[config.mk]
export PLATFORM = sky130hd
export DESIGN_NAME = ptc_unit_control
export DESIGN_NICKNAME = d
export VERILOG_FILES = /design/src/verilog/ptc_pkg.sv /design/src/verilog/ptc_pin_sync.sv /design/src/verilog/ptc_unit_control.sv
export SDC_FILE = /design/constraint.sdc
export NUM_CORES = 1
export LEC_CHECK = 0
export ABC_AREA = 1
export BUFFER_PORTS_ARGS = -buffer_cell sky130_fd_sc_hd__clkbuf_2
export CORE_UTILIZATION = 50
export CTS_BUF_LIST = sky130_fd_sc_hd__clkbuf_4 sky130_fd_sc_hd__clkbuf_8
export CTS_CLUSTER_SIZE = 28
export DETAILED_ROUTE_END_ITERATION = 10
export PLACE_DENSITY = 0.82
export SYNTH_ARGS = -nofsm -noshare
export SYNTH_HDL_FRONTEND = slang
export SYNTH_SLANG_ARGS = --single-unit
[constraint.sdc]
create_clock -name ref_clk -period 4.85 [get_ports ref_clk]
set_input_delay 1.455 -clock ref_clk [delete_from_list [all_inputs] [get_ports ref_clk]]
set_output_delay 1.455 -clock ref_clk [all_outputs]
set_load 0.01 [all_outputs]
[src/verilog/ptc_pkg.sv]
// Purpose: shared constants and types for the time-stamp unit control block
// Assumes: 32-bit classic Wishbone register bus, 40 MHz ref_clk
// Notes:   offsets are byte addresses, one aligned word per register
package ptc_pkg;

  // bus shape
  localparam int unsigned DATA_W = 32;
  localparam int unsigned ADDR_W = 32;

  // register offsets
  localparam logic [31:0] CMD_CTL_OFS  = 32'h0000_0100;
  localparam logic [31:0] GEN_CFG_OFS  = 32'h0000_0104;
  localparam logic [31:0] EVT_STS_OFS  = 32'h0000_0108;
  localparam logic [31:0] EVT_MASK_OFS = 32'h0000_010c;
  localparam logic [31:0] INT_STS_OFS  = 32'h0000_0110;

  // command register bits
  localparam int CMD_RESET_BIT   = 0;
  localparam int CMD_DISABLE_BIT = 1;
  localparam int CMD_ENABLE_BIT  = 2;
  localparam int CMD_LANE        = 0;

  // general configuration fields
  localparam int PORT_COUNT      = 3;
  localparam int CFG_PORT_LSB    = 16;
  localparam int CFG_CLR_EN_BIT  = 15;
  localparam int CFG_SEL_LSB     = 12;
  localparam int CFG_SEL_W       = 3;
  localparam int CFG_PORT_LANE   = 2;
  localparam int CFG_CLR_LANE    = 1;

  // interrupt status and event bits
  localparam int TIMER_B_BIT          = 1;
  localparam int EVT_W                = 2;
  localparam int EVT_DRAIN_DONE_BIT   = 0;
  localparam int EVT_GPIO_CLEAR_BIT   = 1;
  localparam int EVT_LANE             = 0;

  // pins
  localparam int GPIO_COUNT = 8;
  localparam int SYNC_W     = GPIO_COUNT + 1;
  localparam int STRAP_IDX  = GPIO_COUNT;

  // values after reset
  localparam logic [PORT_COUNT-1:0] PORT_EN_RST  = 3'h7;
  localparam logic                  CLR_EN_RST   = 1'h0;
  localparam logic [CFG_SEL_W-1:0]  CLR_SEL_RST  = 3'h0;
  localparam logic [EVT_W-1:0]      EVT_MASK_RST = 2'h0;

  // timing
  localparam int unsigned CLK_PERIOD_NS  = 25;
  localparam int unsigned CLR_ACTIVE_NS  = 40;
  localparam int unsigned CLR_MIN_CYC_I  = (CLR_ACTIVE_NS / CLK_PERIOD_NS < 1) ? 1 : CLR_ACTIVE_NS / CLK_PERIOD_NS;
  localparam logic [1:0]  CLR_MIN_CYC    = 2'(CLR_MIN_CYC_I);
  localparam logic [2:0]  STRAP_SETTLE_CYC = 3'h4;

  typedef struct packed {
    logic              cyc;
    logic              stb;
    logic              we;
    logic [ADDR_W-1:0] adr;
    logic [3:0]        sel;
    logic [DATA_W-1:0] dat;
  } ptc_wb_req_type;

  typedef struct packed {
    logic              ack;
    logic [DATA_W-1:0] dat;
  } ptc_wb_rsp_type;

  typedef struct packed {
    logic [PORT_COUNT-1:0] portEn;
    logic                  clrEn;
    logic [CFG_SEL_W-1:0]  clrSel;
  } ptc_gen_cfg_type;

  typedef enum logic [1:0] {RUN_OFF, RUN_ON, RUN_DRAIN} ptc_run_type;

endpackage : ptc_pkg

[src/verilog/ptc_pin_sync.sv]
// Purpose: three-stage synchroniser with agreement filter for pin inputs
// Assumes: inputs are asynchronous to ref_clk
// Notes:   output level moves only when the second and third stages agree
`timescale 1ns/10ps
`default_nettype none
module ptc_pin_sync (
  // clock and reset
  input  wire logic                     ref_clk,
  input  wire logic                     reset,
  // pins
  input  wire logic [ptc_pkg::SYNC_W-1:0] pinIn,
  output var  logic [ptc_pkg::SYNC_W-1:0] pinStable
);
  import ptc_pkg::*;

  logic [SYNC_W-1:0] stage1_r;
  logic [SYNC_W-1:0] stage2_r;
  logic [SYNC_W-1:0] stage3_r;

  genvar i;
  generate
    for (i = 0; i < SYNC_W; i++) begin : g_bit
      always_ff @(posedge ref_clk or posedge reset) begin
        if (reset) begin
          stage1_r[i]  <= 1'b0;
          stage2_r[i]  <= 1'b0;
          stage3_r[i]  <= 1'b0;
          pinStable[i] <= 1'b0;
        end else begin
          stage1_r[i] <= pinIn[i];
          stage2_r[i] <= stage1_r[i];
          stage3_r[i] <= stage2_r[i];
          if (stage2_r[i] == stage3_r[i]) begin
            pinStable[i] <= stage3_r[i];
          end
        end
      end
    end
  endgenerate

  chk_sync_agree_move: assert property (@(posedge ref_clk) disable iff (reset)
    (pinStable != $past(pinStable)) |-> ($past(stage2_r) == $past(stage3_r)))
    else $error("stable level moved without stage agreement");

endmodule : ptc_pin_sync
`default_nettype wire

[src/verilog/ptc_unit_control.sv]
// Purpose: control of the time-stamp unit: enable, drain-disable, unit reset, port enables, pin clear
// Assumes: frameBusy and timerBEvent come from logic on ref_clk; polarity bits are static per use
// Notes:   register bus is classic Wishbone, every access answered one cycle after it is seen
// Function
// - writing one to enable turns the unit on; zero changes nothing (code ignores an enable write while draining or before strap capture)
// - reading enable returns the live enabled state
// - disable write clears enable once in-flight frame processing ends; zero ignored
// - no new frame starts while a disable is pending
// - unit reset write restores unit state and registers, clears enable; code keeps event status and event mask
// - after device reset the enable takes the strap value
// - three per-port enables gate each port unit, all set at reset
// - a port unit runs only with its own enable and global enable
// - with clear enable set, a pin edge clears the timer B flag
// - three-bit select, zero at reset, picks one of eight pins
// - active level of the selected pin follows its polarity bit
// - clear is edge detected; pin must stay active over 40 ns (code fires on first synchronised active cycle, CLR_MIN_CYC is 1)
`timescale 1ns/10ps
`default_nettype none
module ptc_unit_control (
  // clock and reset
  input  wire logic                         ref_clk,
  input  wire logic                         reset,
  // register bus
  input  wire ptc_pkg::ptc_wb_req_type      wbReq,
  output var  ptc_pkg::ptc_wb_rsp_type      wbRsp,
  // strap and pins
  input  wire logic                         enableStrap,
  input  wire logic [ptc_pkg::GPIO_COUNT-1:0] gpioIn,
  input  wire logic [ptc_pkg::GPIO_COUNT-1:0] pinPolarityBits,
  // frame engine
  input  wire logic                         frameBusy,
  output logic                              frameStartAllow,
  output logic                              unitEnabled,
  output var  logic [ptc_pkg::PORT_COUNT-1:0] portStampActive,
  output var  logic                         unitResetPulse,
  // timer interrupt and event interrupt
  input  wire logic                         timerBEvent,
  output var  logic                         timerBFlag,
  output logic                              irq
);
  import ptc_pkg::*;

  function automatic logic regHit(input logic [ADDR_W-1:0] adr, input logic [ADDR_W-1:0] ofs);
    regHit = (adr[ADDR_W-1:2] == ofs[ADDR_W-1:2]);
  endfunction : regHit

  ptc_run_type           runState_r;
  ptc_run_type           runState_nxt;
  ptc_gen_cfg_type       genCfg_r;
  logic                  wbAck_r;
  logic [DATA_W-1:0]     wbDat_r;
  logic [DATA_W-1:0]     readData;
  logic                  reqNew;
  logic                  commit;
  logic                  cmdWr;
  logic                  cfgWr;
  logic                  unitRst;
  logic                  drainDone;
  logic                  stsRead;
  logic [EVT_W-1:0]      evtSts_r;
  logic [EVT_W-1:0]      evtMask_r;
  logic [EVT_W-1:0]      evtSet;
  logic [SYNC_W-1:0]     pinStable;
  logic [2:0]            strapCnt_r;
  logic                  strapDone_r;
  logic                  clrActive;
  logic [1:0]            holdCnt_r;
  logic                  clrFire;
  logic                  gpioClr;

  // bus decode: a request is taken when seen, committed on the edge that shows ack
  assign reqNew  = wbReq.cyc && wbReq.stb && !wbAck_r;
  assign commit  = wbReq.cyc && wbReq.stb && wbAck_r;
  assign cmdWr   = commit && wbReq.we && regHit(wbReq.adr, CMD_CTL_OFS) && wbReq.sel[CMD_LANE];
  assign cfgWr   = commit && wbReq.we && regHit(wbReq.adr, GEN_CFG_OFS);
  assign stsRead = commit && !wbReq.we && regHit(wbReq.adr, EVT_STS_OFS);
  assign unitRst = cmdWr && wbReq.dat[CMD_RESET_BIT];

  always_ff @(posedge ref_clk or posedge reset) begin
    if (reset) begin
      wbAck_r <= 1'b0;
    end else begin
      wbAck_r <= reqNew;
    end
  end

  always_comb begin
    readData = '0;
    if (regHit(wbReq.adr, CMD_CTL_OFS)) begin
      readData[CMD_ENABLE_BIT] = unitEnabled;
    end else if (regHit(wbReq.adr, GEN_CFG_OFS)) begin
      readData[CFG_PORT_LSB +: PORT_COUNT] = genCfg_r.portEn;
      readData[CFG_CLR_EN_BIT]             = genCfg_r.clrEn;
      readData[CFG_SEL_LSB +: CFG_SEL_W]   = genCfg_r.clrSel;
    end else if (regHit(wbReq.adr, EVT_STS_OFS)) begin
      readData[EVT_W-1:0] = evtSts_r;
    end else if (regHit(wbReq.adr, EVT_MASK_OFS)) begin
      readData[EVT_W-1:0] = evtMask_r;
    end else if (regHit(wbReq.adr, INT_STS_OFS)) begin
      readData[TIMER_B_BIT] = timerBFlag;
    end
  end

  always_ff @(posedge ref_clk or posedge reset) begin
    if (reset) begin
      wbDat_r <= '0;
    end else if (reqNew) begin
      wbDat_r <= wbReq.we ? '0 : readData;
    end
  end

  assign wbRsp.ack = wbAck_r;
  assign wbRsp.dat = wbDat_r;

  // strap capture once the synchroniser has settled after reset release
  always_ff @(posedge ref_clk or posedge reset) begin
    if (reset) begin
      strapCnt_r  <= 3'h0;
      strapDone_r <= 1'b0;
    end else if (!strapDone_r) begin
      strapCnt_r <= strapCnt_r + 3'h1;
      if (strapCnt_r == STRAP_SETTLE_CYC) begin
        strapDone_r <= 1'b1;
      end
    end
  end

  // run state: off, on, or draining toward off
  always_comb begin
    runState_nxt = runState_r;
    case (runState_r)
      RUN_OFF: begin
        if (cmdWr && wbReq.dat[CMD_ENABLE_BIT]) begin
          runState_nxt = wbReq.dat[CMD_DISABLE_BIT] ? RUN_DRAIN : RUN_ON;
        end
      end
      RUN_ON: begin
        if (cmdWr && wbReq.dat[CMD_DISABLE_BIT]) begin
          runState_nxt = RUN_DRAIN;
        end
      end
      RUN_DRAIN: begin
        if (!frameBusy) begin
          runState_nxt = RUN_OFF;
        end
      end
      default: runState_nxt = RUN_OFF;
    endcase
  end

  always_ff @(posedge ref_clk or posedge reset) begin
    if (reset) begin
      runState_r <= RUN_OFF;
    end else if (unitRst) begin
      runState_r <= RUN_OFF;
    end else if (!strapDone_r) begin
      if (strapCnt_r == STRAP_SETTLE_CYC) begin
        runState_r <= pinStable[STRAP_IDX] ? RUN_ON : RUN_OFF;
      end
    end else begin
      runState_r <= runState_nxt;
    end
  end

  assign unitEnabled     = (runState_r != RUN_OFF);
  assign frameStartAllow = (runState_r == RUN_ON);
  assign drainDone       = (runState_r == RUN_DRAIN) && !frameBusy && !unitRst && strapDone_r;

  always_ff @(posedge ref_clk or posedge reset) begin
    if (reset) begin
      unitResetPulse <= 1'b0;
    end else begin
      unitResetPulse <= unitRst;
    end
  end

  // general configuration; unit reset restores its defaults
  always_ff @(posedge ref_clk or posedge reset) begin
    if (reset) begin
      genCfg_r.portEn <= PORT_EN_RST;
      genCfg_r.clrEn  <= CLR_EN_RST;
      genCfg_r.clrSel <= CLR_SEL_RST;
    end else if (unitRst) begin
      genCfg_r.portEn <= PORT_EN_RST;
      genCfg_r.clrEn  <= CLR_EN_RST;
      genCfg_r.clrSel <= CLR_SEL_RST;
    end else if (cfgWr) begin
      if (wbReq.sel[CFG_PORT_LANE]) begin
        genCfg_r.portEn <= wbReq.dat[CFG_PORT_LSB +: PORT_COUNT];
      end
      if (wbReq.sel[CFG_CLR_LANE]) begin
        genCfg_r.clrEn  <= wbReq.dat[CFG_CLR_EN_BIT];
        genCfg_r.clrSel <= wbReq.dat[CFG_SEL_LSB +: CFG_SEL_W];
      end
    end
  end

  always_ff @(posedge ref_clk or posedge reset) begin
    if (reset) begin
      portStampActive <= '0;
    end else begin
      portStampActive <= genCfg_r.portEn & {PORT_COUNT{unitEnabled}};
    end
  end

  // pin clear path
  ptc_pin_sync u_sync (
    .ref_clk   (ref_clk),
    .reset     (reset),
    .pinIn     ({enableStrap, gpioIn}),
    .pinStable (pinStable)
  );

  assign clrActive = ~(pinStable[genCfg_r.clrSel] ^ pinPolarityBits[genCfg_r.clrSel]);

  // fires once per activation, on the first active cycle since CLR_MIN_CYC is 1
  always_ff @(posedge ref_clk or posedge reset) begin
    if (reset) begin
      holdCnt_r <= 2'h0;
    end else if (!clrActive) begin
      holdCnt_r <= 2'h0;
    end else if (holdCnt_r < CLR_MIN_CYC) begin
      holdCnt_r <= holdCnt_r + 2'h1;
    end
  end

  assign clrFire = clrActive && (holdCnt_r == CLR_MIN_CYC - 2'h1);
  assign gpioClr = clrFire && genCfg_r.clrEn;

  // timer B flag: a new event wins over a pin or register clear in the same cycle; unit reset wins over the event
  always_ff @(posedge ref_clk or posedge reset) begin
    if (reset) begin
      timerBFlag <= 1'b0;
    end else if (unitRst) begin
      timerBFlag <= 1'b0;
    end else if (timerBEvent) begin
      timerBFlag <= 1'b1;
    end else if (gpioClr) begin
      timerBFlag <= 1'b0;
    end else if (commit && wbReq.we && regHit(wbReq.adr, INT_STS_OFS)
                 && wbReq.sel[EVT_LANE] && wbReq.dat[TIMER_B_BIT]) begin
      timerBFlag <= 1'b0;
    end
  end

  // event status: read clears only the bits that were returned
  always_comb begin
    evtSet                     = '0;
    evtSet[EVT_DRAIN_DONE_BIT] = drainDone;
    evtSet[EVT_GPIO_CLEAR_BIT] = gpioClr;
  end

  always_ff @(posedge ref_clk or posedge reset) begin
    if (reset) begin
      evtSts_r <= '0;
    end else begin
      evtSts_r <= (evtSts_r & ~(stsRead ? wbDat_r[EVT_W-1:0] : {EVT_W{1'b0}})) | evtSet;
    end
  end

  always_ff @(posedge ref_clk or posedge reset) begin
    if (reset) begin
      evtMask_r <= EVT_MASK_RST;
    end else if (commit && wbReq.we && regHit(wbReq.adr, EVT_MASK_OFS) && wbReq.sel[EVT_LANE]) begin
      evtMask_r <= wbReq.dat[EVT_W-1:0];
    end
  end

  assign irq = |(evtSts_r & evtMask_r);

  chk_enable_write_on: assert property (@(posedge ref_clk) disable iff (reset)
    (cmdWr && wbReq.dat[CMD_ENABLE_BIT] && !wbReq.dat[CMD_RESET_BIT] && strapDone_r) |=> unitEnabled)
    else $error("enable write did not turn the unit on");

  chk_zero_write_noop: assert property (@(posedge ref_clk) disable iff (reset)
    (cmdWr && (wbReq.dat[2:0] == 3'h0) && (runState_r != RUN_DRAIN) && strapDone_r)
    |=> (unitEnabled == $past(unitEnabled)))
    else $error("zero command write changed the enable");

  chk_enable_readback: assert property (@(posedge ref_clk) disable iff (reset)
    (reqNew && !wbReq.we && regHit(wbReq.adr, CMD_CTL_OFS))
    |=> (wbRsp.ack && (wbRsp.dat[CMD_ENABLE_BIT] == $past(unitEnabled))))
    else $error("enable readback wrong or late");

  chk_drain_holds: assert property (@(posedge ref_clk) disable iff (reset)
    ((runState_r == RUN_DRAIN) && frameBusy && !unitRst) |=> unitEnabled)
    else $error("enable cleared while frames still in flight");

  chk_drain_ends: assert property (@(posedge ref_clk) disable iff (reset)
    ((runState_r == RUN_DRAIN) && !frameBusy && strapDone_r)
    |=> (!unitEnabled && evtSts_r[EVT_DRAIN_DONE_BIT]))
    else $error("drain did not finish one cycle after frames ended");

  chk_no_new_frame: assert property (@(posedge ref_clk) disable iff (reset)
    (((runState_r == RUN_DRAIN) || !unitEnabled) |-> !frameStartAllow)
    and ((cmdWr && wbReq.dat[CMD_DISABLE_BIT] && strapDone_r) |=> !frameStartAllow))
    else $error("frame start allowed while disabling or off");

  chk_unit_reset: assert property (@(posedge ref_clk) disable iff (reset)
    unitRst |=> (unitResetPulse && !unitEnabled && (genCfg_r.portEn == PORT_EN_RST)
                 && !genCfg_r.clrEn && !timerBFlag))
    else $error("unit reset did not restore state");

  chk_strap_load: assert property (@(posedge ref_clk) disable iff (reset)
    (!strapDone_r && (strapCnt_r == STRAP_SETTLE_CYC) && !unitRst)
    |=> (unitEnabled == $past(pinStable[STRAP_IDX])))
    else $error("enable did not follow the strap");

  chk_port_gate: assert property (@(posedge ref_clk) disable iff (reset)
    1'b1 |=> (portStampActive == ($past(genCfg_r.portEn) & {PORT_COUNT{$past(unitEnabled)}})))
    else $error("port activity not gated by both enables");

  chk_pin_clear: assert property (@(posedge ref_clk) disable iff (reset)
    (clrFire && genCfg_r.clrEn && !timerBEvent) ##1 !timerBEvent |-> !timerBFlag)
    else $error("pin edge did not clear timer B flag");

  chk_clear_once: assert property (@(posedge ref_clk) disable iff (reset)
    clrFire |=> !clrFire)
    else $error("pin clear fired twice for one activation");

endmodule : ptc_unit_control
`default_nettype wire

# Word level (Yosys, flattened, before mapping)
# Index checks and enable logic that the tools add are counted.
dict set report classes {
  add_sub_neg 2
  n_lt_le_gt_ge 3
  n_eq_ne 20
  n_mux 36
  bitwise 7
  n_reduce_logical 39
}
# operator n
set op_table {}
lappend op_table {{$eq 30x7->1 const B} 5}
lappend op_table {{$mux 7} 4}
lappend op_table {{$mux 2} 13}
lappend op_table {{$logic_and 1x1->1} 22}
lappend op_table {{$mux 19} 1}
lappend op_table {{$mux 1} 13}
lappend op_table {{$reduce_bool 2->1} 5}
lappend op_table {{$eq 1x1->1} 9}
lappend op_table {{$ne 4x4->1 const B} 2}
lappend op_table {{$bmux 1 s3} 2}
lappend op_table {{$pmux 2 s3} 1}
lappend op_table {{$lt 3x5->1 const B} 1}
lappend op_table {{$and 2x2->2} 2}
lappend op_table {{$logic_not 1->1} 4}
lappend op_table {{$logic_not 2->1} 2}
lappend op_table {{$lt 3x4->1 const B} 1}
lappend op_table {{$mux 4} 1}
lappend op_table {{$ne 4x3->1 const B} 1}
lappend op_table {{$reduce_and 2->1} 2}
lappend op_table {{$reduce_and 4->1} 1}
lappend op_table {{$reduce_bool 4->1} 1}
lappend op_table {{$add 3x1->3 const B} 1}
lappend op_table {{$and 3x3->3} 1}
lappend op_table {{$eq 3x3->1 const B} 1}
lappend op_table {{11 further kinds} 11}
dict set report totals {
  reg_bits 93
  inputBits 92
  output_inout_bits 41
}

# Depth between registers and ports, before layout
# Gate-level depths: netlist (run 1).
dict set report depth {
  ltp_word 10
  mapped_depth 11
  ltp_nobuf 11
}

# Cells and area by module
# Synthesis (run 1) repeated with hierarchy kept, for this count alone.
dict set report unflattened {
  hier_cells 401
  area_unflattened_um2 3447.1
}
# mod n_inst cells_each area_per_inst_um2
set modules_own_cells {}
lappend modules_own_cells {ptc_unit_control 1 328 2396.0}
lappend modules_own_cells {ptc_pin_sync 1 73 1051.0}

# Worst setup path before layout (run 1)
# Ideal clock, no wire load.
dict set report synth_timing {
  path_kind {input -> register}
  from {input port wbReq[65] (netlist name)}
  to {register genCfg_r[1] (netlist name)}
  setup_ns 0.117
  arrival_ns 2.355
  t_required_ns 4.733
  path_slack_ns 2.378
  path_stages 10
  path_cell_list {nor2_1 nand2_1 nor2_2 nand2_4 nor2_8 nand3_1 nor2_1 a21oi_1 nand2_1 nand2_1}
}
dict set report synth_via {
  elab_chain_cells 6
  elab_cells_between_ends 10
}
# element line_no
set synth_rtl {}
lappend synth_rtl {{start: declaration} ptc_unit_control.sv:24} ;# input wire ptc_pkg::ptc_wb_req_type wbReq,
lappend synth_rtl {{$eq 30x7->1} ptc_unit_control.sv:44} ;# regHit = (adr[ADDR_W-1:2] == ofs[ADDR_W-1:2]);
lappend synth_rtl {{$logic_and 1x1->1 (2 in a row)} ptc_unit_control.sv:74} ;# assign cmdWr = commit && wbReq.we && regHit(wbReq.adr, CMD_CTL_OFS) && wbReq.sel[CMD_LANE];
lappend synth_rtl {{$logic_and 1x1->1} ptc_unit_control.sv:77} ;# assign unitRst = cmdWr && wbReq.dat[CMD_RESET_BIT];
lappend synth_rtl {{$reduce_bool 2->1 (no source line)} n/a}
lappend synth_rtl {{$reduce_and 2->1 (no source line)} n/a}
lappend synth_rtl {{end: declaration} ptc_unit_control.sv:49} ;# ptc_gen_cfg_type genCfg_r;
# Parallel ways exist; a longest one is shown, timed or not.
# A chain may end at the register's enable or synchronous reset.

# Worst setup path in the final report (run 1)
dict set report layout_timing {
  from {register runState_r[1]}
  to {output port unitEnabled}
}
dict set report layout_via {
  elab_chain_cells 1
}
# element line_no
set layout_rtl {}
lappend layout_rtl {{start: declaration} ptc_unit_control.sv:47} ;# ptc_run_type runState_r;
lappend layout_rtl {{start signal: assignment} ptc_unit_control.sv:158} ;# runState_r <= pinStable[STRAP_IDX] ? RUN_ON : RUN_OFF;
lappend layout_rtl {{start signal: assignment} ptc_unit_control.sv:161} ;# runState_r <= runState_nxt;
lappend layout_rtl {{$reduce_bool 2->1} ptc_unit_control.sv:165} ;# assign unitEnabled = (runState_r != RUN_OFF);
lappend layout_rtl {{end: declaration} ptc_unit_control.sv:33} ;# output logic unitEnabled,
# No other way between the ends.

==> results.md, run 1 <==
- Gr usage total: approximately a fifth
- DR DRC count: 12
- Vias in the first global route: between 2000 and 3000
- Diodes inserted: 0
- Largest net degree at the start of global routing: between 40 and 50
- CTS resizes: 0
- Clock Skews: 0.00843 ns
- DR vias: ~2700
- Status: complete, but fails checks
- Post-synthesis sequential area ratio: roughly 53%
- Relative slew slack: slightly below 40%
- Worst R2R End: timerBFlag$_DFFE_PP0P_
- Filler cells: around 540
- DR iter-0 viols: slightly below 200
- M1 WL: a little under 3000 um
- Syn Inst Count: roughly 370
- Die Span Y: approximately 84 um
- Period utilisation layout: between 50% and 60%
- Post-Route WL: 6730 um
- First-pass GRT wire length: about 11000 um
- Setup bufs post-CTS: 0
- Final core utilization: between 60 and 70%
- Critical path startpoint category: flop
- Setup CP Type: reg -> out
- #FFs+latches synth: between 70 and 80
- Avg Inst Size Synth: approximately 9.1 um2
- WP data arrival: about 1.3 ns
- Metal3 WL: between 300 and 400 um
- Unrepaired setup endpoints after global routing: false
- Port Buffer Count: between 80 and 90
- Min-Delay Endpoint: u_sync.stage2_r[0]$_DFF_PP0_
- GP Congestion: between 0.8 and 0.9
- Worst Hold Launch: u_sync.stage1_r[0]$_DFF_PP0_
- Initial antenna violation count: 0
- Ports: approximately 130
- CP Data Required Time: ~3.4 ns
- Router iterations before antenna repair: 7
- ANT nets after route: 0
- Maximum vdd drop: 0.000264 V
- Hold path depth: 0
- Fmax: between 0.3 and 0.4 GHz
- # setup viols final: 0
- Power Dens Cells: approximately 340 mW/mm2
- Crit end category: output port
- Fraction of layout cells with a size suffix above 1: between 20 and 30%
- Core ar.: approximately 0.0064 mm2
- Clk slew on worst S/H paths: about 0.08 ns
- CTS Root Cell: clkbuf_8
- Failing checks: DRC
- Slew @ Worst Pin: ~0.9 ns
- Final Slew Violations: 0
- Layout area overhead: 18.5%
- LEAKAGE: between 2 and 2.5 nW
- Die Wd: between 80 and 90 um
- Setup total negative slack: 0 ns
- Initial Utilization: between 50% and 60%
- CTS tree: yes
- Highest metal used: met4
- Num CTS Buffers: 9
- Congestion Overflow GR: 0
- Netlist cell types: 37
- H-Tree Depth: 3
- Post-cts hold buffer count: 0
- Max Cap Violations: 0
- Post-Syn Area: 0.00337 mm2
- R2r startpoint: genCfg_r[0]$_DFFE_PP0P_
- CTS sink cnt: 71
- YS warnings: 0
- Drt via density: 4.93
- Met2 WL: between 3000 and 4000 um
- Worst skew pair latency: 0.35 ns
- CP max FO: 6
- Clk buf depth: 2
- Std cell rows: 29
- Hold Vio Cnt, Final: 0
- HPWL Detailed: between 5000 and 6000 um
- WL per Instance: 12.3 um
- R2R depth: 8
- FF-to-FF setup slack: ~3.2 ns
- Die Area: just over 0.007 mm2
- Min cycle time layout: approximately 2.8 ns
- Worst hold path class: reg -> reg
- Final net count: 561
how the worst max path moves through the flow:
stage,cells past startpoint,from,slack (ns),to
after floorplan,1,reset,1.60,evtMask_r[0]$_DFFE_PP0P_
after global placement,11,wbReq[65],2.08,evtSts_r[0]$_DFF_PP0_
after detailed placement,11,wbReq[65],2.07,evtSts_r[0]$_DFF_PP0_
after CTS,3,runState_r[1]$_DFFE_PP0P_,2.05,unitEnabled
after global routing,3,runState_r[1]$_DFFE_PP0P_,1.99,unitEnabled
final,3,runState_r[1]$_DFFE_PP0P_,2.06,unitEnabled
stage by stage:
stage | setup slack (ns) | area (um2) | cells | total power, mW | hold slack (ns)
after floorplan | 1.60 | 3450 | 393 | 0.825 | 0.331
final | 2.06 | 4000 | 547 | 1.35 | 0.351
after global placement | 2.08 | 3800 | 531 | 0.882 | 0.333
after CTS | 2.05 | 4000 | 547 | 1.36 | 0.351
after global routing | 1.99 | 4000 | 547 | 1.42 | 0.360
after detailed placement | 2.07 | 3800 | 531 | 0.892 | 0.335
synthesized netlist by cell type:
cell type   n  area share, %
a21oi_1     3           0.45
xnor2_1     2           0.52
nor2_8      1           0.59
inv_2       3           0.33
nand3b_1    1           0.22
maj3_1      9            2.7
a22o_1      2           0.52
nand2_4     2           0.67
dfstp_2     3            2.3
clkinv_2    1           0.15
o21ai_0    14            2.1
nand2_2     2           0.37
nand4_2     1           0.37
nand3_1    22            3.3
inv_1      40            4.5
nand3_4     1           0.52
xor2_1      1           0.26
a21boi_0    1           0.22
dfrtp_1    68             50
nor2_2      4           0.74
nor4_1      1           0.19
o31ai_1     1           0.22
nor4_4      1           0.63
nor2_4      2           0.67
buf_4      24            5.3
nor3_1      5           0.74
ha_1        4            1.5
clkbuf_1    1           0.11
nand2_1    77            8.6
o21ai_1    12            1.8
nand3_2     4            1.2
or2_0       1           0.19
nor2_1     50            5.6
nor3_2      3           0.89
a32o_1      2           0.59
conb_1      1           0.11
a21oi_2     2           0.52
kinds of logic after synthesis:
| group | Yosys count | synth area share [%] |
|---|---|---|
| buffers and inverters | 69 | 10.4 |
| other | 1 | 0.111 |
| and+or+nand+nor | 178 | 25.4 |
| DFF | 71 | 52.8 |
| adders and majority gates | 13 | 4.16 |
| AOI/OAI and AO/OA | 37 | 6.38 |
| xor gates and xnor gates | 3 | 0.779 |
layout make-up:
class | instances | area, um2 | area share, %
clock inverters | 6 | 68.8 | 1.72
well taps | 77 | 96.3 | 2.41
flip-flops and latches | 71 | 1780 | 44.6
multi-input cells | 253 | 1320 | 33.0
inverters | 44 | 166 | 4.16
repair buffers | 86 | 433 | 10.8
clock buffers | 10 | 131 | 3.29
layer usage:
metal	track usage (%)	up-vias
li1	-	1324
met1	25.2	1254
met2	34.4	106
met3	6.53	15
met4	7.68	0
met5	0	-
state kept, by name, summed over array words and instances, names as in the netlist:
register / count
u_sync.stage2_r: 9
genCfg_r: 7
holdCnt_r: 2
timerBFlag: 1
evtSts_r: 2
wbDat_r: 10
u_sync.stage3_r: 9
portStampActive: 3
wbAck_r: 1
strapDone_r: 1
u_sync.stage1_r: 9
evtMask_r: 2
strapCnt_r: 3
runState_r: 2
u_sync.pinStable: 9
unitResetPulse: 1
placed cells by master (no fill, tap or decap), drive strengths merged:
master    Yosys  layout
xnor2         2       2
inv          43      45
ha            4       4
nor4          2       2
dfrtp        68      68
dfstp         3       3
or2           1       1
bufinv        0       1
buf          24       1
a22o          2       2
maj3          9       9
nand3b        1       1
xor2          1       1
a32o          2       2
a21oi         5       5
nand3        27      27
nor2         57      57
conb          1      22
a21boi        1       1
o31ai         1       1
clkinv        1       3
nand2        81      81
clkbuf        1      95
nand4         1       1
o21ai        26      26
nor3          8       8
clkinvlp      0       1
critical path: stages, from the launching register on:
cell      delay, ns
dfrtp_1        0.44
nor2_1         0.26
inv_1          0.14
clkbuf_2       0.15
power by group:
| group | internal (mW) | switching [mW] | total [mW] | leakage [nW] |
|---|---|---|---|---|
| Combinational | 0.0883 | 0.134 | 0.222 | 1.18 |
| Clock | 0.247 | 0.223 | 0.469 | 0.101 |
| Sequential | 0.636 | 0.0246 | 0.661 | 0.859 |
| Total | 0.971 | 0.381 | 1.35 | 2.14 |
No activity file was read; power rests on OpenSTA's default activity.
==> inputs of run 2 (changes only) <==
Settings changed: CORE_UTILIZATION 50 to 45, PLACE_DENSITY 0.82 to 0.78.
Clock period 4.85 ns to 2.4 ns, I/O delays scaled along.
==> results.md, run 2 (synthesis gave the netlist of run 1 again) <==
- Status: complete, no violations
- Unrepaired setup endpoints after global routing: false
- WP data arrival: 1.34 ns (about the same)
- Setup total negative slack: 0 ns (unchanged)
- Gr usage total: 19.2% (-1.4 points)
- Worst slack, placed: 0.363 ns (-1.71 ns)
- Post-Route WL: 6730 um (+0.13%)
- Vias in the first global route: 2448 (-3.7%)
- # setup viols final: 0 (unchanged)
- R2R depth: 8 (unchanged)
- Largest net degree at the start of global routing: 54 (+20%)
- Setup bufs post-CTS: 0 (unchanged)
- Die Wd: 88.6 um (+5.3%)
- FF-to-FF setup slack: 0.76 ns (-2.40 ns)
- Period utilisation layout: a little under nine tenths
- Crit path largest cell delay: 0.44 ns (about the same)
- Worst R2R End: timerBFlag$_DFFE_PP0P_
- DR vias: 2658 (-1.5%)
- Drt via density: 4.67 (-5.3%)
- Die Area: 0.00784 mm2 (+11%)
- Max FFs per register: 10 (unchanged)
- Worst hold path class: reg -> reg
- WL per Instance: 11.8 um (-3.7%)
- Multi-input gate area: 0.00132 mm2 (unchanged)
- Fmax: between 0.4 and 0.5 GHz
- Sequential cell area: 0.00178 mm2 (unchanged)
- Final worst slack: 0.343 ns (-1.71 ns)
- Clock Skews: 0.00719 ns (-0.00124 ns)
- Biggest register: wbDat_r
- Num CTS Buffers: 9 (unchanged)
- H-Tree Depth: 3 (unchanged)
- DR iter-0 viols: 128 (-36%)
- CP Data Required Time: 1.68 ns (-1.71 ns)
- Filler cells: 641 (+19%)
- Commonest non-fill, non-tap cell in the layout: clkbuf_2
- Crit path cell chain: nor2_1, inv_1, clkbuf_2
- Clk buf depth: 2 (unchanged)
- Max Cap Violations: 0 (unchanged)
- GP Congestion: 0.869 (-2.9%)
- Core ar.: 0.00725 mm2 (+13%)
- Setup CP Type: reg -> out
- Initial antenna violation count: 0 (unchanged)
- CTS Root Cell: clkbuf_8
- Std cell rows: 31 (+6.9%)
- Worst Hold Launch: u_sync.stage1_r[3]$_DFF_PP0_
- Fraction of layout cells with a size suffix above 1: 28.3% (unchanged)
- ANT nets after route: 0 (unchanged)
- Worst skew pair latency: 0.34 ns (about the same)
- Post-cts hold buffer count: 0 (unchanged)
- Min cycle time layout: 2.06 ns
- Slowest CP cell: dfrtp_1
- Congestion Overflow GR: 0 (unchanged)
- Ports: 133 (unchanged)
- Diodes inserted: 0 (unchanged)
- R2r startpoint: genCfg_r[0]$_DFFE_PP0P_
- LEAKAGE: 2.14 nW (about the same)
- DR DRC count: 0 (-12)
- Critical path startpoint category: flop
- Die Span Y: 88.6 um (+5.3%)
- CTS tree: yes
- Min-Delay Endpoint: u_sync.stage2_r[3]$_DFF_PP0_
- HPWL Detailed: 5280 um (+1.6%)
- First-pass GRT wire length: 11200 um (-0.12%)
- Crit end category: output port
- Final net count: 561 (unchanged)
- Router iterations before antenna repair: 5 (-2)
- Clk slew on worst S/H paths: 0.07 ns (about the same)
- CTS resizes: 0 (unchanged)
- Hold path depth: 0 (unchanged)
- Layout area overhead: 20.0%
- Final Slew Violations: 0 (unchanged)
- Maximum vdd drop: 0.000405 V (+53%)
- Port Buffer Count: 85 (unchanged)
- Hold Vio Cnt, Final: 0 (unchanged)
- Power Dens Cells: 677 mW/mm2 (+100%)
- CP max FO: 6 (unchanged)
- Initial Utilization: 46.5% (-6.0 points)
- Most frequent cells in the layout: 85 x clkbuf_2, 77 x nand2_1, 68 x dfrtp_1
- CTS sink cnt: 71 (unchanged)
[run 2: worst max-delay path: cells and delay by family (launching register included)]
kind                   cells  cell delay, ns
flip-flops                 1            0.44
buffers and inverters      2            0.30
AND/OR/NAND/NOR            1            0.26
[run 2: metal layers]
layer	vias up	wire, um	GRT usage, %
li1	1327	-	-
met1	1217	2870	23.7
met2	97	3310	31.0
met3	17	390	7.00
met4	0	163	7.18
met5	-	0	0
[run 2: metrics by stage]
stage | hold slack [ns] | cell area, um2 | utilization (%) | power, mW | cells
6_report | 0.350 | 4050 | 55.8 | 2.74 | 569
5_1_grt | 0.363 | 4050 | 55.8 | 2.91 | 569
4_1_cts | 0.353 | 4050 | 55.8 | 2.77 | 569
3_5_place_dp | 0.335 | 3840 | 52.9 | 1.81 | 553
2_1_floorplan | 0.331 | 3450 | - | 1.67 | 393
3_3_place_gp | 0.331 | 3840 | 52.9 | 1.79 | 553
[run 2: worst max path at each step]
stage | startpoint | end
2_1_floorplan | wbReq[65] | genCfg_r[1]$_DFFE_PP0P_
3_3_place_gp | wbReq[65] | evtSts_r[0]$_DFF_PP0_
3_5_place_dp | wbReq[53] | wbDat_r[18]$_DFFE_PP0P_
4_1_cts | runState_r[1]$_DFFE_PP0P_ | unitEnabled
5_1_grt | runState_r[1]$_DFFE_PP0P_ | unitEnabled
6_report | runState_r[1]$_DFFE_PP0P_ | unitEnabled
[run 2: area by class of cell]
type / count / share of cell area, %
Tap cell: 99 / 3.06
Clock inverter: 6 / 1.67
Sequential cell: 71 / 44.0
Timing Repair Buffer: 86 / 11.0
Clock buffer: 10 / 3.40
Inverter: 44 / 4.21
Multi-Input combinational cell: 253 / 32.6
[run 2: power by group]
group          internal, mW  leakage (nW)  switching [mW]  total, mW
clock                 0.513        0.0993           0.440      0.953
sequential             1.29         0.859          0.0518       1.34
combinational         0.179          1.18           0.270      0.449
==> inputs of run 3 (changes only) <==
Settings changed: CORE_UTILIZATION 45 to 44, CTS_BUF_LIST sky130_fd_sc_hd__clkbuf_4 sky130_fd_sc_hd__clkbuf_8 to sky130_fd_sc_hd__clkbuf_16, PLACE_DENSITY 0.78 to 0.76.
==> results.md, run 3 (synthesis gave the netlist of run 1 again) <==
- Core ar.: 0.00733 mm2 (+1.1%)
- Final net count: 561 (unchanged)
- Final Slew Violations: 0 (unchanged)
- Hold Vio Cnt, Final: 0 (unchanged)
- Die Span Y: 89.5 um (+1.1%)
- Setup bufs post-CTS: 0 (unchanged)
- LEAKAGE: 2.21 nW (+3.4%)
- ANT nets after route: 0 (unchanged)
- Std cell rows: 31 (unchanged)
- Ports: 133 (unchanged)
- Worst hold path class: reg -> reg
- Initial Utilization: 46.0% (-0.49 points)
- First-pass GRT wire length: 11500 um (+3.1%)
- Placed Area: 0.00384 mm2 (unchanged)
- DR DRC count: 0 (unchanged)
- Clk slew on worst S/H paths: 0.06 ns (about the same)
- Worst skew pair latency: 0.33 ns (about the same)
- Min cycle time layout: 2.03 ns (-0.0253 ns)
- DR vias: 2673 (+0.56%)
- Fraction of layout cells with a size suffix above 1: 28.1% (-0.21 points)
- Biggest register: wbDat_r
- Fmax: 0.492 GHz (+1.2%)
- WP data arrival: 1.31 ns (-0.03 ns)
- Status: complete, no violations
- Power Dens Cells: 790 mW/mm2 (+17%)
- Vias in the first global route: 2578 (+5.3%)
- Drt via density: 4.70 (+0.56%)
- Maximum vdd drop: 0.000711 V (+76%)
- Clk buf depth: 2 (unchanged)
- CTS sink cnt: 71 (unchanged)
- Crit-path leading delay family: flip-flops
- GP Congestion: 0.929 (+7.0%)
- Unrepaired setup endpoints after global routing: false
- Num CTS Buffers: 9 (unchanged)
- Die Wd: 89.5 um (+1.1%)
- Largest net degree at the start of global routing: 72 (+33%)
- Post-cts hold buffer count: 0 (unchanged)
- CP Data Required Time: 1.68 ns (about the same)
- Port Buffer Count: 85 (unchanged)
- CTS tree: yes
- Final worst slack: 0.369 ns (+0.0253 ns)
- Post-Route WL: 6960 um (+3.3%)
- Critical path startpoint category: flop
- Initial antenna violation count: 0 (unchanged)
- Die Area: 0.00802 mm2 (+2.2%)
- Critical path buffers and inverters: 2 (unchanged)
- H-Tree Depth: 3 (unchanged)
- Layout area overhead: 24.1%
- CTS Root Cell: clkbuf_16
- Crit path cell chain: nor2_1, inv_1, clkbuf_2
- Hold Slack: 0.347 ns (-0.00225 ns)
- Clock Skews: 0.00671 ns (-0.000483 ns)
- Diodes inserted: 0 (unchanged)
- Final Instance Area: 0.00419 mm2 (+3.5%)
- Crit path largest cell delay: 0.44 ns (about the same)
- Gr usage total: 19.6% (+0.37 points)
- Setup CP Type: reg -> out
- Congestion Overflow GR: 0 (unchanged)
- Worst slack, placed: 0.357 ns (-0.00606 ns)
- FF-to-FF setup slack: 0.73 ns (-0.03 ns)
- Most frequent cells in the layout: 85 x clkbuf_2, 77 x nand2_1, 68 x dfrtp_1
- Slowest CP cell: dfrtp_1
- Max Cap Violations: 0 (unchanged)
- DR iter-0 viols: 127 (-0.78%)
- Router iterations before antenna repair: 4 (-1)
- Crit end category: output port
- HPWL Detailed: 5190 um (-1.7%)
- CTS resizes: 0 (unchanged)
- # setup viols final: 0 (unchanged)
- Commonest non-fill, non-tap cell in the layout: clkbuf_2
- Max FFs per register: 10 (unchanged)
- CP max FO: 6 (unchanged)
- Period utilisation layout: 84.6% (-1.1 points)
- Setup total negative slack: 0 ns (unchanged)
- WL per Instance: 12.2 um (+3.3%)
==> run 3: changes by cell type in the layout (fill, tap and decap cells not counted) <==
cell	change
inv_6	-1
inv_1	+1
clkinv_4	+2
clkinvlp_4	-2
clkbuf_16	+9
clkbuf_8	-10
clkinv_2	-1
bufinv_16	+2
==> run 3: worst register-to-register path: stages (launching register included) <==
cell	delay, ns
dfrtp_1	0.53
inv_2	0.14
o21ai_0	0.23
nand2_1	0.10
o21ai_0	0.18
nand2_1	0.10
nand3_1	0.14
nand2_1	0.07
a21oi_1	0.11
==> run 3: final cells by class <==
type	count	area, um2
clock buffer	9	225
tap	99	124
fill	633	3150
sequential	71	1780
inverter	44	170
clock inverter	7	120
multi-input combinational	253	1320
timing repair buffer	86	445
==> run 3: path summary, 6_finish.rpt <==
check | startpoint | endpoint | depth (start not counted)
max | runState_r[1]$_DFFE_PP0P_ | unitEnabled | 3
min | u_sync.stage1_r[0]$_DFF_PP0_ | u_sync.stage2_r[0]$_DFF_PP0_ | 0
max reg2reg | genCfg_r[0]$_DFFE_PP0P_ | timerBFlag$_DFFE_PP0P_ | 8
min reg2reg | u_sync.stage1_r[0]$_DFF_PP0_ | u_sync.stage2_r[0]$_DFF_PP0_ | 0
max in group asynchronous | reset | genCfg_r[5]$_DFFE_PP1P_ | 3
min in group asynchronous | reset | portStampActive[0]$_DFF_PP0_ | 3
==> run 3: per-stage QoR <==
step,power (mW),instances,util (%)
5_1_grt,3.47,569,57.1
6_report,3.31,569,57.1
3_5_place_dp,1.81,553,52.4
2_1_floorplan,1.67,393,-
4_1_cts,3.33,569,57.1
3_3_place_gp,1.79,553,52.4
==> run 3: power by group <==
group          switching (mW)  internal, mW  leakage, nW
Combinational           0.278         0.180         1.18
Sequential             0.0517          1.29        0.859
Clock                   0.491          1.02        0.171
Total                   0.821          2.49         2.21
==> run 3: routing by layer <==
layer / up-vias / track usage (%) / wire (um)
met1: 1263 / 23.9 / 2980
li1: 1323 / - / -
met3: 6 / 6.09 / 304
met4: 0 / 6.78 / 58
met2: 81 / 32.9 / 3610
met5: - / 0 / 0
